File: config.mk
export PLATFORM = sky130hd
export DESIGN_NAME = rsp_stack
export DESIGN_NICKNAME = d
export VERILOG_FILES = /design/src/common/rsp_pkg.sv /design/src/rtl/rsp_stack.sv
export VERILOG_INCLUDE_DIRS = /design/src /design/src/common
export SDC_FILE = /design/constraint.sdc
export NUM_CORES = 2
export LEC_CHECK = 0
export BUFFER_PORTS_ARGS = -buffer_cell sky130_fd_sc_hd__buf_4
export CORE_MARGIN = 2
export CORE_UTILIZATION = 60
export DETAILED_ROUTE_END_ITERATION = 6
export PLACE_DENSITY = 0.78
export SLEW_MARGIN = 10
export SYNTH_ARGS = -nofsm -noshare
export SYNTH_HDL_FRONTEND = slang
export SYNTH_SLANG_ARGS = --single-unit
File: constraint.sdc
create_clock -name clk_i -period 8.7 [get_ports clk_i]
set_input_delay 1.74 -clock clk_i [delete_from_list [all_inputs] [get_ports clk_i]]
set_output_delay 1.74 -clock clk_i [all_outputs]
set_load 0.1 [all_outputs]
File: src/common/rsp_cfg.svh
// Offsets, field positions, reset values and counts of the return stack block
`ifndef RSP_CFG_SVH
`define RSP_CFG_SVH

// Register byte offsets on the Wishbone slave
`define RSP_OFF_SP_STATUS   8'h00
`define RSP_OFF_TOP_LOW     8'h04
`define RSP_OFF_TOP_HIGH    8'h08
`define RSP_OFF_TOP_UPPER   8'h0c
`define RSP_OFF_PC_LOW      8'h10
`define RSP_OFF_LATCH_HIGH  8'h14
`define RSP_OFF_LATCH_UPPER 8'h18
`define RSP_OFF_CONFIG      8'h1c

// Field positions of the stack pointer status register
`define RSP_FULL_BIT        7
`define RSP_UNF_BIT         6
`define RSP_SP_MSB          4
`define RSP_SP_LSB          0
// Field position of the configuration register
`define RSP_FAULT_EN_BIT    0

// Reset values
`define RSP_SP_RST          5'h00
`define RSP_PC_RST          21'h000000
`define RSP_FAULT_EN_RST    1'h1

// Stack pointer landmarks and PC step
`define RSP_SP_TOP          5'h1f
`define RSP_SP_LAST_FREE    5'h1e
`define RSP_PC_STEP         21'h000002

`endif

File: src/common/rsp_pkg.sv
// Types shared by the return stack and PC latch block
package rsp_pkg;

	typedef enum logic [3:0] {
		RSP_OP_NONE,
		RSP_OP_ADVANCE,
		RSP_OP_JUMP,
		RSP_OP_CALL,
		RSP_OP_CALL_FAST,
		RSP_OP_INT_VEC,
		RSP_OP_PUSH,
		RSP_OP_POP,
		RSP_OP_RETURN,
		RSP_OP_RETURN_FAST
	} rsp_op_e;

	typedef logic [20:0] rsp_addr_t;

	typedef struct packed {
		rsp_op_e   op;
		rsp_addr_t target;
		logic [7:0] status;
		logic [7:0] working_register;
		logic [7:0] bank_select_register;
	} rsp_core_s;

	typedef struct packed {
		logic       valid;
		logic [7:0] status;
		logic [7:0] working_register;
		logic [7:0] bank_select_register;
	} rsp_restore_s;

	typedef struct packed {
		logic [31:0][20:0] mem;
		logic [4:0]        sp;
		logic              full;
		logic              unf;
		logic              fault_en;
		rsp_addr_t         pc;
		logic [7:0]        lath;
		logic [4:0]        latu;
		logic [7:0]        sh_status;
		logic [7:0]        sh_working_register;
		logic [7:0]        sh_bsr;
		rsp_restore_s      restore;
		logic              dev_rst;
		logic              ack;
		logic [31:0]       dat;
	} rsp_state_s;

endpackage

File: src/rtl/rsp_stack.sv
// Return address stack, fast register shadow and PC holding latches
//
// Design decisions made here: the Wishbone interface to the registers and the register addresses.
`include "rsp_cfg.svh"

//Contract
// - Pointer spans 0..31, steps one per push/pop
// - Every reset clears the stack pointer
// - Software reads and writes the stack pointer
// - Full flag sets on 31st unpopped push
// - Fault reset on: store PC+2, reset, pointer zero
// - Fault reset off: pointer sticks at 31
// - Empty pop sets underflow; returns also load zero PC
// - Fault enable decides flag-only or reset
// - Flags cleared only by software or power-on
// - Status layout: full, underflow, zero, pointer
// - Push instruction increments then stores PC
// - Pop instruction discards top by decrementing
// - Shadow captures status, W, bank on vector
// - Shadow has no software access
// - Fast return restores shadow; normal return not
// - High interrupt overwrites low interrupt shadow
// - Fast call loads the shadow store
// - PC 21 bits; only low byte accessible
// - PC bit zero fixed, advance by two; returns copy bit zero of the top entry, which software can set
// - Calls, jumps, branches load PC directly
// - Low byte write loads both latches into PC
// - Low byte read copies PC into latches
// - Calls and interrupts push; returns pop
// - Push increments then writes; pop reads then decrements
// - Top entry bytes readable and writable
module rsp_stack #(
	parameter int STACK_LEVELS = 31
) (
	input  wire logic                 clk_i,
	input  wire logic                 rst_i,
	input  wire logic                 dev_rst_i,
	input  wire rsp_pkg::rsp_core_s   core_i,
	input  wire logic                 cyc_i,
	input  wire logic                 stb_i,
	input  wire logic                 we_i,
	input  wire logic [7:0]           adr_i,
	input  wire logic [3:0]           sel_i,
	input  wire logic [31:0]          dat_i,
	output logic                      ack_o,
	output logic [31:0]               dat_o,
	output rsp_pkg::rsp_addr_t        pc_o,
	output rsp_pkg::rsp_restore_s     restore_o,
	output logic                      dev_reset_o
);
	import rsp_pkg::*;

	if (STACK_LEVELS != 31) begin : g_bad_levels
		$error("rsp_stack serves exactly 31 levels with a 5-bit pointer");
	end

	rsp_state_s s;
	rsp_state_s next_s;

	logic       bus_req;
	logic       bus_take;
	logic       bus_wr;
	logic       bus_rd;
	logic       sp_wr;
	logic [7:0] sp_byte;
	logic [20:0] top_val;

	assign bus_req  = cyc_i & stb_i;
	assign bus_take = bus_req & s.ack;
	assign bus_wr   = bus_take & we_i & sel_i[0];
	assign bus_rd   = bus_take & ~we_i;
	assign sp_wr    = bus_wr & (adr_i == `RSP_OFF_SP_STATUS);
	// Status layout
	// bit packing
	assign sp_byte  = {s.full, s.unf, 1'b0, s.sp};
	// No storage behind pointer zero
	assign top_val  = (s.sp == 5'h00) ? 21'h000000 : s.mem[s.sp];

	always_comb begin
		logic       do_push;
		logic       do_pop;
		logic       load_pc;
		logic       set_full;
		logic       set_unf;
		logic [4:0] up;
		do_push  = 1'b0;
		do_pop   = 1'b0;
		load_pc  = 1'b0;
		set_full = 1'b0;
		set_unf  = 1'b0;
		up       = 5'(s.sp + 5'h01);
		next_s   = s;
		next_s.restore.valid = 1'b0;
		next_s.dev_rst = 1'b0;
		next_s.ack = bus_req & ~s.ack;

		// Read data is staged so it is valid at the acknowledge edge
		if (bus_req & ~s.ack & ~we_i) begin
			case (adr_i)
				`RSP_OFF_SP_STATUS:   next_s.dat = {24'h000000, sp_byte};
				`RSP_OFF_TOP_LOW:     next_s.dat = {24'h000000, top_val[7:0]};
				`RSP_OFF_TOP_HIGH:    next_s.dat = {24'h000000, top_val[15:8]};
				`RSP_OFF_TOP_UPPER:   next_s.dat = {27'h0000000, top_val[20:16]};
				`RSP_OFF_PC_LOW:      next_s.dat = {24'h000000, s.pc[7:0]};
				`RSP_OFF_LATCH_HIGH:  next_s.dat = {24'h000000, s.lath};
				`RSP_OFF_LATCH_UPPER: next_s.dat = {27'h0000000, s.latu};
				`RSP_OFF_CONFIG:      next_s.dat = {31'h00000000, s.fault_en};
				default:              next_s.dat = 32'h00000000;
			endcase
		end else begin
			next_s.dat = 32'h00000000;
		end

		case (core_i.op)
			RSP_OP_ADVANCE: begin
				next_s.pc = 21'(s.pc + `RSP_PC_STEP);
			end
			RSP_OP_JUMP: begin
				next_s.pc = {core_i.target[20:1], 1'b0};
			end
			RSP_OP_CALL, RSP_OP_CALL_FAST, RSP_OP_INT_VEC: begin
				do_push = 1'b1;
				next_s.pc = {core_i.target[20:1], 1'b0};
			end
			RSP_OP_PUSH: begin
				do_push = 1'b1;
			end
			RSP_OP_POP: begin
				do_pop = 1'b1;
			end
			RSP_OP_RETURN, RSP_OP_RETURN_FAST: begin
				do_pop = 1'b1;
				load_pc = 1'b1;
			end
			default: begin
				do_push = 1'b0;
			end
		endcase

		// capture on vector, last vector wins
		if (core_i.op == RSP_OP_INT_VEC || core_i.op == RSP_OP_CALL_FAST) begin
			next_s.sh_status = core_i.status;
			next_s.sh_working_register   = core_i.working_register;
			next_s.sh_bsr    = core_i.bank_select_register;
		end
		if (core_i.op == RSP_OP_RETURN_FAST) begin
			next_s.restore = {1'b1, s.sh_status, s.sh_working_register, s.sh_bsr};
		end

		if (do_push) begin
			if (s.sp == `RSP_SP_LAST_FREE) begin
				set_full = 1'b1;
				if (s.fault_en) begin
					next_s.mem[`RSP_SP_TOP] = 21'(s.pc + `RSP_PC_STEP);
					next_s.sp = `RSP_SP_RST;
					next_s.dev_rst = 1'b1;
				end else begin
					next_s.mem[`RSP_SP_TOP] = s.pc;
					next_s.sp = `RSP_SP_TOP;
				end
			end else if (s.sp == `RSP_SP_TOP) begin
				set_full = 1'b1;
				next_s.dev_rst = s.fault_en;
				if (s.fault_en) begin
					next_s.sp = `RSP_SP_RST;
				end
			end else begin
				next_s.sp = up;
				next_s.mem[up] = s.pc;
			end
		end

		if (do_pop) begin
			if (s.sp == 5'h00) begin
				set_unf = 1'b1;
				next_s.dev_rst = s.fault_en;
				if (load_pc) begin
					next_s.pc = `RSP_PC_RST;
				end
			end else begin
				if (load_pc) begin
					next_s.pc = s.mem[s.sp];
				end
				next_s.sp = 5'(s.sp - 5'h01);
			end
		end

		// Bus writes come last so they win over the core
		if (bus_wr) begin
			case (adr_i)
				`RSP_OFF_SP_STATUS: begin
					next_s.sp = dat_i[`RSP_SP_MSB:`RSP_SP_LSB];
				end
				`RSP_OFF_TOP_LOW: begin
					if (s.sp != 5'h00) begin
						next_s.mem[s.sp][7:0] = dat_i[7:0];
					end
				end
				`RSP_OFF_TOP_HIGH: begin
					if (s.sp != 5'h00) begin
						next_s.mem[s.sp][15:8] = dat_i[7:0];
					end
				end
				`RSP_OFF_TOP_UPPER: begin
					if (s.sp != 5'h00) begin
						next_s.mem[s.sp][20:16] = dat_i[4:0];
					end
				end
				`RSP_OFF_PC_LOW: begin
					next_s.pc = {s.latu, s.lath, dat_i[7:1], 1'b0};
				end
				`RSP_OFF_LATCH_HIGH:  next_s.lath = dat_i[7:0];
				`RSP_OFF_LATCH_UPPER: next_s.latu = dat_i[4:0];
				`RSP_OFF_CONFIG: begin
					next_s.fault_en = dat_i[`RSP_FAULT_EN_BIT];
				end
				default: begin
					next_s.lath = s.lath;
				end
			endcase
		end
		if (bus_rd && adr_i == `RSP_OFF_PC_LOW) begin
			next_s.lath = s.pc[15:8];
			next_s.latu = s.pc[20:16];
		end

		// Writing zero clears a flag; a same-cycle set wins
		// software clear only
		next_s.full = set_full |
			(s.full & ~(sp_wr & ~dat_i[`RSP_FULL_BIT]));
		next_s.unf = set_unf |
			(s.unf & ~(sp_wr & ~dat_i[`RSP_UNF_BIT]));

		// Device reset keeps flags, config, stack RAM and shadow
		if (dev_rst_i) begin
			next_s.sp = `RSP_SP_RST;
			next_s.pc = `RSP_PC_RST;
			next_s.lath = 8'h00;
			next_s.latu = 5'h00;
			next_s.restore = '0;
			next_s.dev_rst = 1'b0;
			next_s.ack = 1'b0;
			next_s.dat = 32'h00000000;
		end
	end

	always_ff @(posedge clk_i) begin
		if (rst_i) begin
			s <= '0;
			s.fault_en <= `RSP_FAULT_EN_RST;
		end else begin
			s <= next_s;
		end
	end

	assign ack_o       = s.ack;
	assign dat_o       = s.dat;
	assign pc_o        = s.pc;
	assign restore_o   = s.restore;
	assign dev_reset_o = s.dev_rst;

	logic quiet;
	assign quiet = ~dev_rst_i & ~sp_wr;
endmodule

==> summary.json <==
{
  "cp_cell_sequence": {"value": "buf_12 > buf_4 > mux2i_1 > o22ai_1 > nor4_1 > o31ai_1 > a31oi_1 > nand2b_1 > a31oi_1"},
  "detail_route.wirelength.met1": {"value": 59600, "unit": "um"},
  "worstHoldStart": {"value": "s[82]"},
  "die_outline_width": {"value": 270, "unit": "um"},
  "antenna_violations_before_repair": {"value": 11},
  "rrSetupSlack": {"value": 3600, "unit": "ps"},
  "max_freq": {"value": 196, "unit": "MHz"},
  "final-instance-count-excl-fill": {"value": 5559},
  "worstSetupEndpointType": {"value": "flop"},
  "cts_htree_levels": {"value": 3},
  "area_leader_netlist": {"value": "sky130_fd_sc_hd__dfxtp_1"},
  "synth_top_area_share": {"value": 0.366},
  "wl_per_cell": {"value": 29.1, "unit": "um"},
  "timing.final.ws_setup": {"value": 3600, "unit": "ps"},
  "cap_violations": {"value": 0},
  "failed_checks": {"value": "DRC"},
  "power.total": {"value": 0.00781, "unit": "W"},
  "slew_headroom": {"value": 0.0297},
  "r2r_end": {"value": "dat_o[7]"},
  "peakVddDrop": {"value": 0.143, "unit": "mV"},
  "final-max-slew-violation-count": {"value": 0},
  "finalCoreUtilization": {"value": 0.647},
  "wire_length_of_the_first_global_routing_pass": {"value": 239000, "unit": "um"},
  "numPortBuffers": {"value": 126},
  "syn_area": {"value": 42300, "unit": "um2"},
  "depth_of_the_worst_hold_timing_path": {"value": 2},
  "crit_path_frequent_cell": {"value": "sky130_fd_sc_hd__a31oi_1"},
  "clock_tree_from_tritoncts": {"value": "built"},
  "timing_worst_setup_path_type": {"value": "reg2reg"},
  "vias_per_cell": {"value": 7.16},
  "n_fill_cell": {"value": 5749},
  "min_path_type": {"value": "reg2reg"},
  "ys.warnings.count": {"value": 0},
  "final_hold_viols": {"value": 0},
  "clk_root_buffer_cell": {"value": "sky130_fd_sc_hd__clkbuf_16"},
  "yosys_most_used_dff": {"value": "sky130_fd_sc_hd__dfxtp_1"},
  "whs_endpoint": {"value": "restore_o[23]"},
  "post_synth_and_or_nand_nor_area_fraction": {"value": 0.139},
  "synthToLayoutAreaGrowth": {"value": 6.83, "unit": "%"},
  "synth_enable_flop_cells": {"value": 0},
  "postSynthCellCount": {"value": 4821},
  "post-route-period-util": {"value": 0.586},
  "timing.final.crit_period": {"value": 5100, "unit": "ps"},
  "avgSynthCellArea": {"value": 8.78, "unit": "um2"},
  "yosysSeqAreaShare": {"value": 0.366},
  "critPathBufInv": {"value": 2},
  "post_synth_xor_area_fraction": {"value": 0.00186},
  "routed_wl": {"value": 162000, "unit": "um"},
  "grt_overflow_total": {"value": 0},
  "synth.mux.area_fraction": {"value": 0.233},
  "layout.nets": {"value": 4658},
  "timing.critical_path.max_delay_family": {"value": "buffers and inverters"},
  "routed-wl-met3": {"value": 24300, "unit": "um"},
  "crit_path_max_fanout": {"value": 83},
  "timing_worst_slew_pin_value": {"value": 1450, "unit": "ps"},
  "run_status": {"value": "finished, violations left"},
  "num_rows": {"value": 97},
  "initial_utilization": {"value": 0.606},
  "cell_count_after_placement": {"value": 5408},
  "grt_setup_unrepaired": {"value": "false"},
  "grt_max_degree": {"value": 228},
  "multi_input_combinational_cell_area": {"value": 24000, "unit": "um2"},
  "synth_compound_gate_area_share": {"value": 0.189},
  "io_pins": {"value": 179},
  "setup.worst_path.start_class": {"value": "flop"},
  "timing.critical_path.slowest_cell_delay": {"value": 1090, "unit": "ps"},
  "cts_made_buffers": {"value": 82},
  "area.sequential": {"value": 15500, "unit": "um2"},
  "clk_pin_slew": {"value": 60, "unit": "ps"},
  "finalSetupViolations": {"value": 0},
  "synth.top_cells.by_count": {"value": "sky130_fd_sc_hd__mux2i_1, sky130_fd_sc_hd__dfxtp_1, sky130_fd_sc_hd__nor2_1, sky130_fd_sc_hd__a211oi_1, sky130_fd_sc_hd__nand2_1"},
  "synth_most_common_cell": {"value": "sky130_fd_sc_hd__mux2i_1"},
  "drt_iter0_drc": {"value": 7083},
  "met2RoutedLength": {"value": 65200, "unit": "um"},
  "worst_clock_skew": {"value": 31.8, "unit": "ps"},
  "leakagePower": {"value": 15.7, "unit": "nW"},
  "dp_worst_setup_slack": {"value": 3830, "unit": "ps"},
  "ff2ff_path_depth": {"value": 9},
  "drive_gt1_frac": {"value": 0.102},
  "timing.critical_path.slowest_stage_cell": {"value": "sky130_fd_sc_hd__nor4_1"},
  "number_of_global_route_vias_before_repair": {"value": 36900},
  "core_region_area": {"value": 69900, "unit": "um2"},
  "asyncSetResetFlopFracSynth": {"value": 0},
  "setup-tns-final": {"value": 0, "unit": "ps"},
  "rr_startpoint": {"value": "s[120]"},
  "worstSkewPairLatency": {"value": 660, "unit": "ps"},
  "postSynthRegisterBits": {"value": 773},
  "post_cts_resized": {"value": 0},
  "detailedPlacementHpwl": {"value": 102000, "unit": "um"},
  "dominant_combinational_cell_family_by_area_after_synthesis": {"value": "multiplexers"},
  "power-per-cell-area": {"value": 173, "unit": "nW/um2"},
  "cts.path.max_buffers": {"value": 3},
  "cp.required": {"value": 9180, "unit": "ps"},
  "cts.repair_timing.setup_buffer_count": {"value": 0},
  "vias": {"value": 39800},
  "dr.max_layer_used": {"value": "met5"},
  "post_synth_cell_types": {"value": 97},
  "synth.area.top_cells": {"value": "sky130_fd_sc_hd__dfxtp_1, sky130_fd_sc_hd__mux2i_1, sky130_fd_sc_hd__a211oi_1, sky130_fd_sc_hd__nor2_1, sky130_fd_sc_hd__nand2_1"},
  "worst-endpoint-arrival": {"value": 5580, "unit": "ps"},
  "track_usage": {"value": 0.428},
  "synth-adder-area-share": {"value": 0.00207},
  "finalWeightedCongestion": {"value": 1.04},
  "drtAntennaViolNets": {"value": 0},
  "die-area": {"value": 72700, "unit": "um2"},
  "drc": {"value": 17},
  "drt_pass1_iterations": {"value": 7},
  "cts_num_sinks": {"value": 773},
  "die_h": {"value": 270, "unit": "um"},
  "cts.hold.buffers_added": {"value": 0}
}
-- kinds of logic after synthesis --
family	Yosys count
other cells	1
simple gates	1357
xor+xnor	9
buf+inv	598
mux	940
fa+ha+maj	7
flops	773
compound gates	1136
-- area by class of cell --
type | count | share of cell area
multi-input combinational | 3473 | 0.531
timing repair buffer | 211 | 0.0360
clock buffer | 123 | 0.0530
clock inverter | 25 | 0.00985
inverter | 11 | 0.000913
tap | 940 | 0.0260
sequential | 773 | 0.343
antenna | 3 | 0.000166
-- placed cells by master (no fill, tap or decap), types with 24 or more instances in the layout --
master and n:
sky130_fd_sc_hd__mux4_2 33, sky130_fd_sc_hd__a21oi_1 150, sky130_fd_sc_hd__nand3_1 67, sky130_fd_sc_hd__nor4_1 42
sky130_fd_sc_hd__buf_4 207, sky130_fd_sc_hd__o22ai_1 134, sky130_fd_sc_hd__clkbuf_1 24, sky130_fd_sc_hd__mux2i_1 891
sky130_fd_sc_hd__clkbuf_16 84, sky130_fd_sc_hd__nor3_1 32, sky130_fd_sc_hd__a22oi_1 26, sky130_fd_sc_hd__conb_1 24
sky130_fd_sc_hd__dfxtp_1 751, sky130_fd_sc_hd__nor2_1 733, sky130_fd_sc_hd__a211oi_1 589, sky130_fd_sc_hd__nand2_1 338
sky130_fd_sc_hd__o21ai_0 77
-- stage by stage --
stage,hold WS [ps],cell area (um2)
6_report,450,45200
5_1_grt,464,45200
4_1_cts,451,45200
3_5_place_dp,442,42400
3_3_place_gp,436,42400
2_1_floorplan,432,42400
-- worst max path at each step --
stage / slack [ps] / to / cells past startpoint / start
after floorplan: 5110 / s[751] / 15 / s[120]
after global placement: 3850 / s[542] / 9 / adr_i[5]
after detailed placement: 3830 / s[542] / 9 / adr_i[5]
after CTS: 4070 / dat_o[7] / 9 / s[120]
after global routing: 3650 / pc_o[15] / 9 / s[120]
final: 3600 / dat_o[7] / 9 / s[120]
-- per-layer routing --
| layer | vias to the layer above | GRT usage |
|---|---|---|
| met5 | - | 0.00526 |
| met3 | 815 | 0.157 |
| met1 | 18700 | 0.548 |
| met4 | 14 | 0.291 |
| met2 | 3238 | 0.598 |
| li1 | 17000 | - |
-- report_power, final --
group          internal, W  total [W]  switching (W)
Combinational    0.0000959   0.000444       0.000348
Sequential         0.00355    0.00357      0.0000259
Clock              0.00226    0.00379        0.00153
Total              0.00590    0.00781        0.00190
-- worst register-to-register path: stages, from the launching register on --
cell	delay, ps
sky130_fd_sc_hd__dfxtp_4	840
sky130_fd_sc_hd__buf_12	580
sky130_fd_sc_hd__buf_4	920
sky130_fd_sc_hd__mux2i_1	340
sky130_fd_sc_hd__o22ai_1	160
sky130_fd_sc_hd__nor4_1	1090
sky130_fd_sc_hd__o31ai_1	320
sky130_fd_sc_hd__a31oi_1	380
sky130_fd_sc_hd__nand2b_1	160
sky130_fd_sc_hd__a31oi_1	150
-- registers in the layout, summed over array words and instances (netlist names) --
name and cells:
ack_o 1, dat_o 8, dev_reset_o 1, pc_o 21, restore_o 25, s 717
No activity file was read; power rests on OpenSTA's default activity.
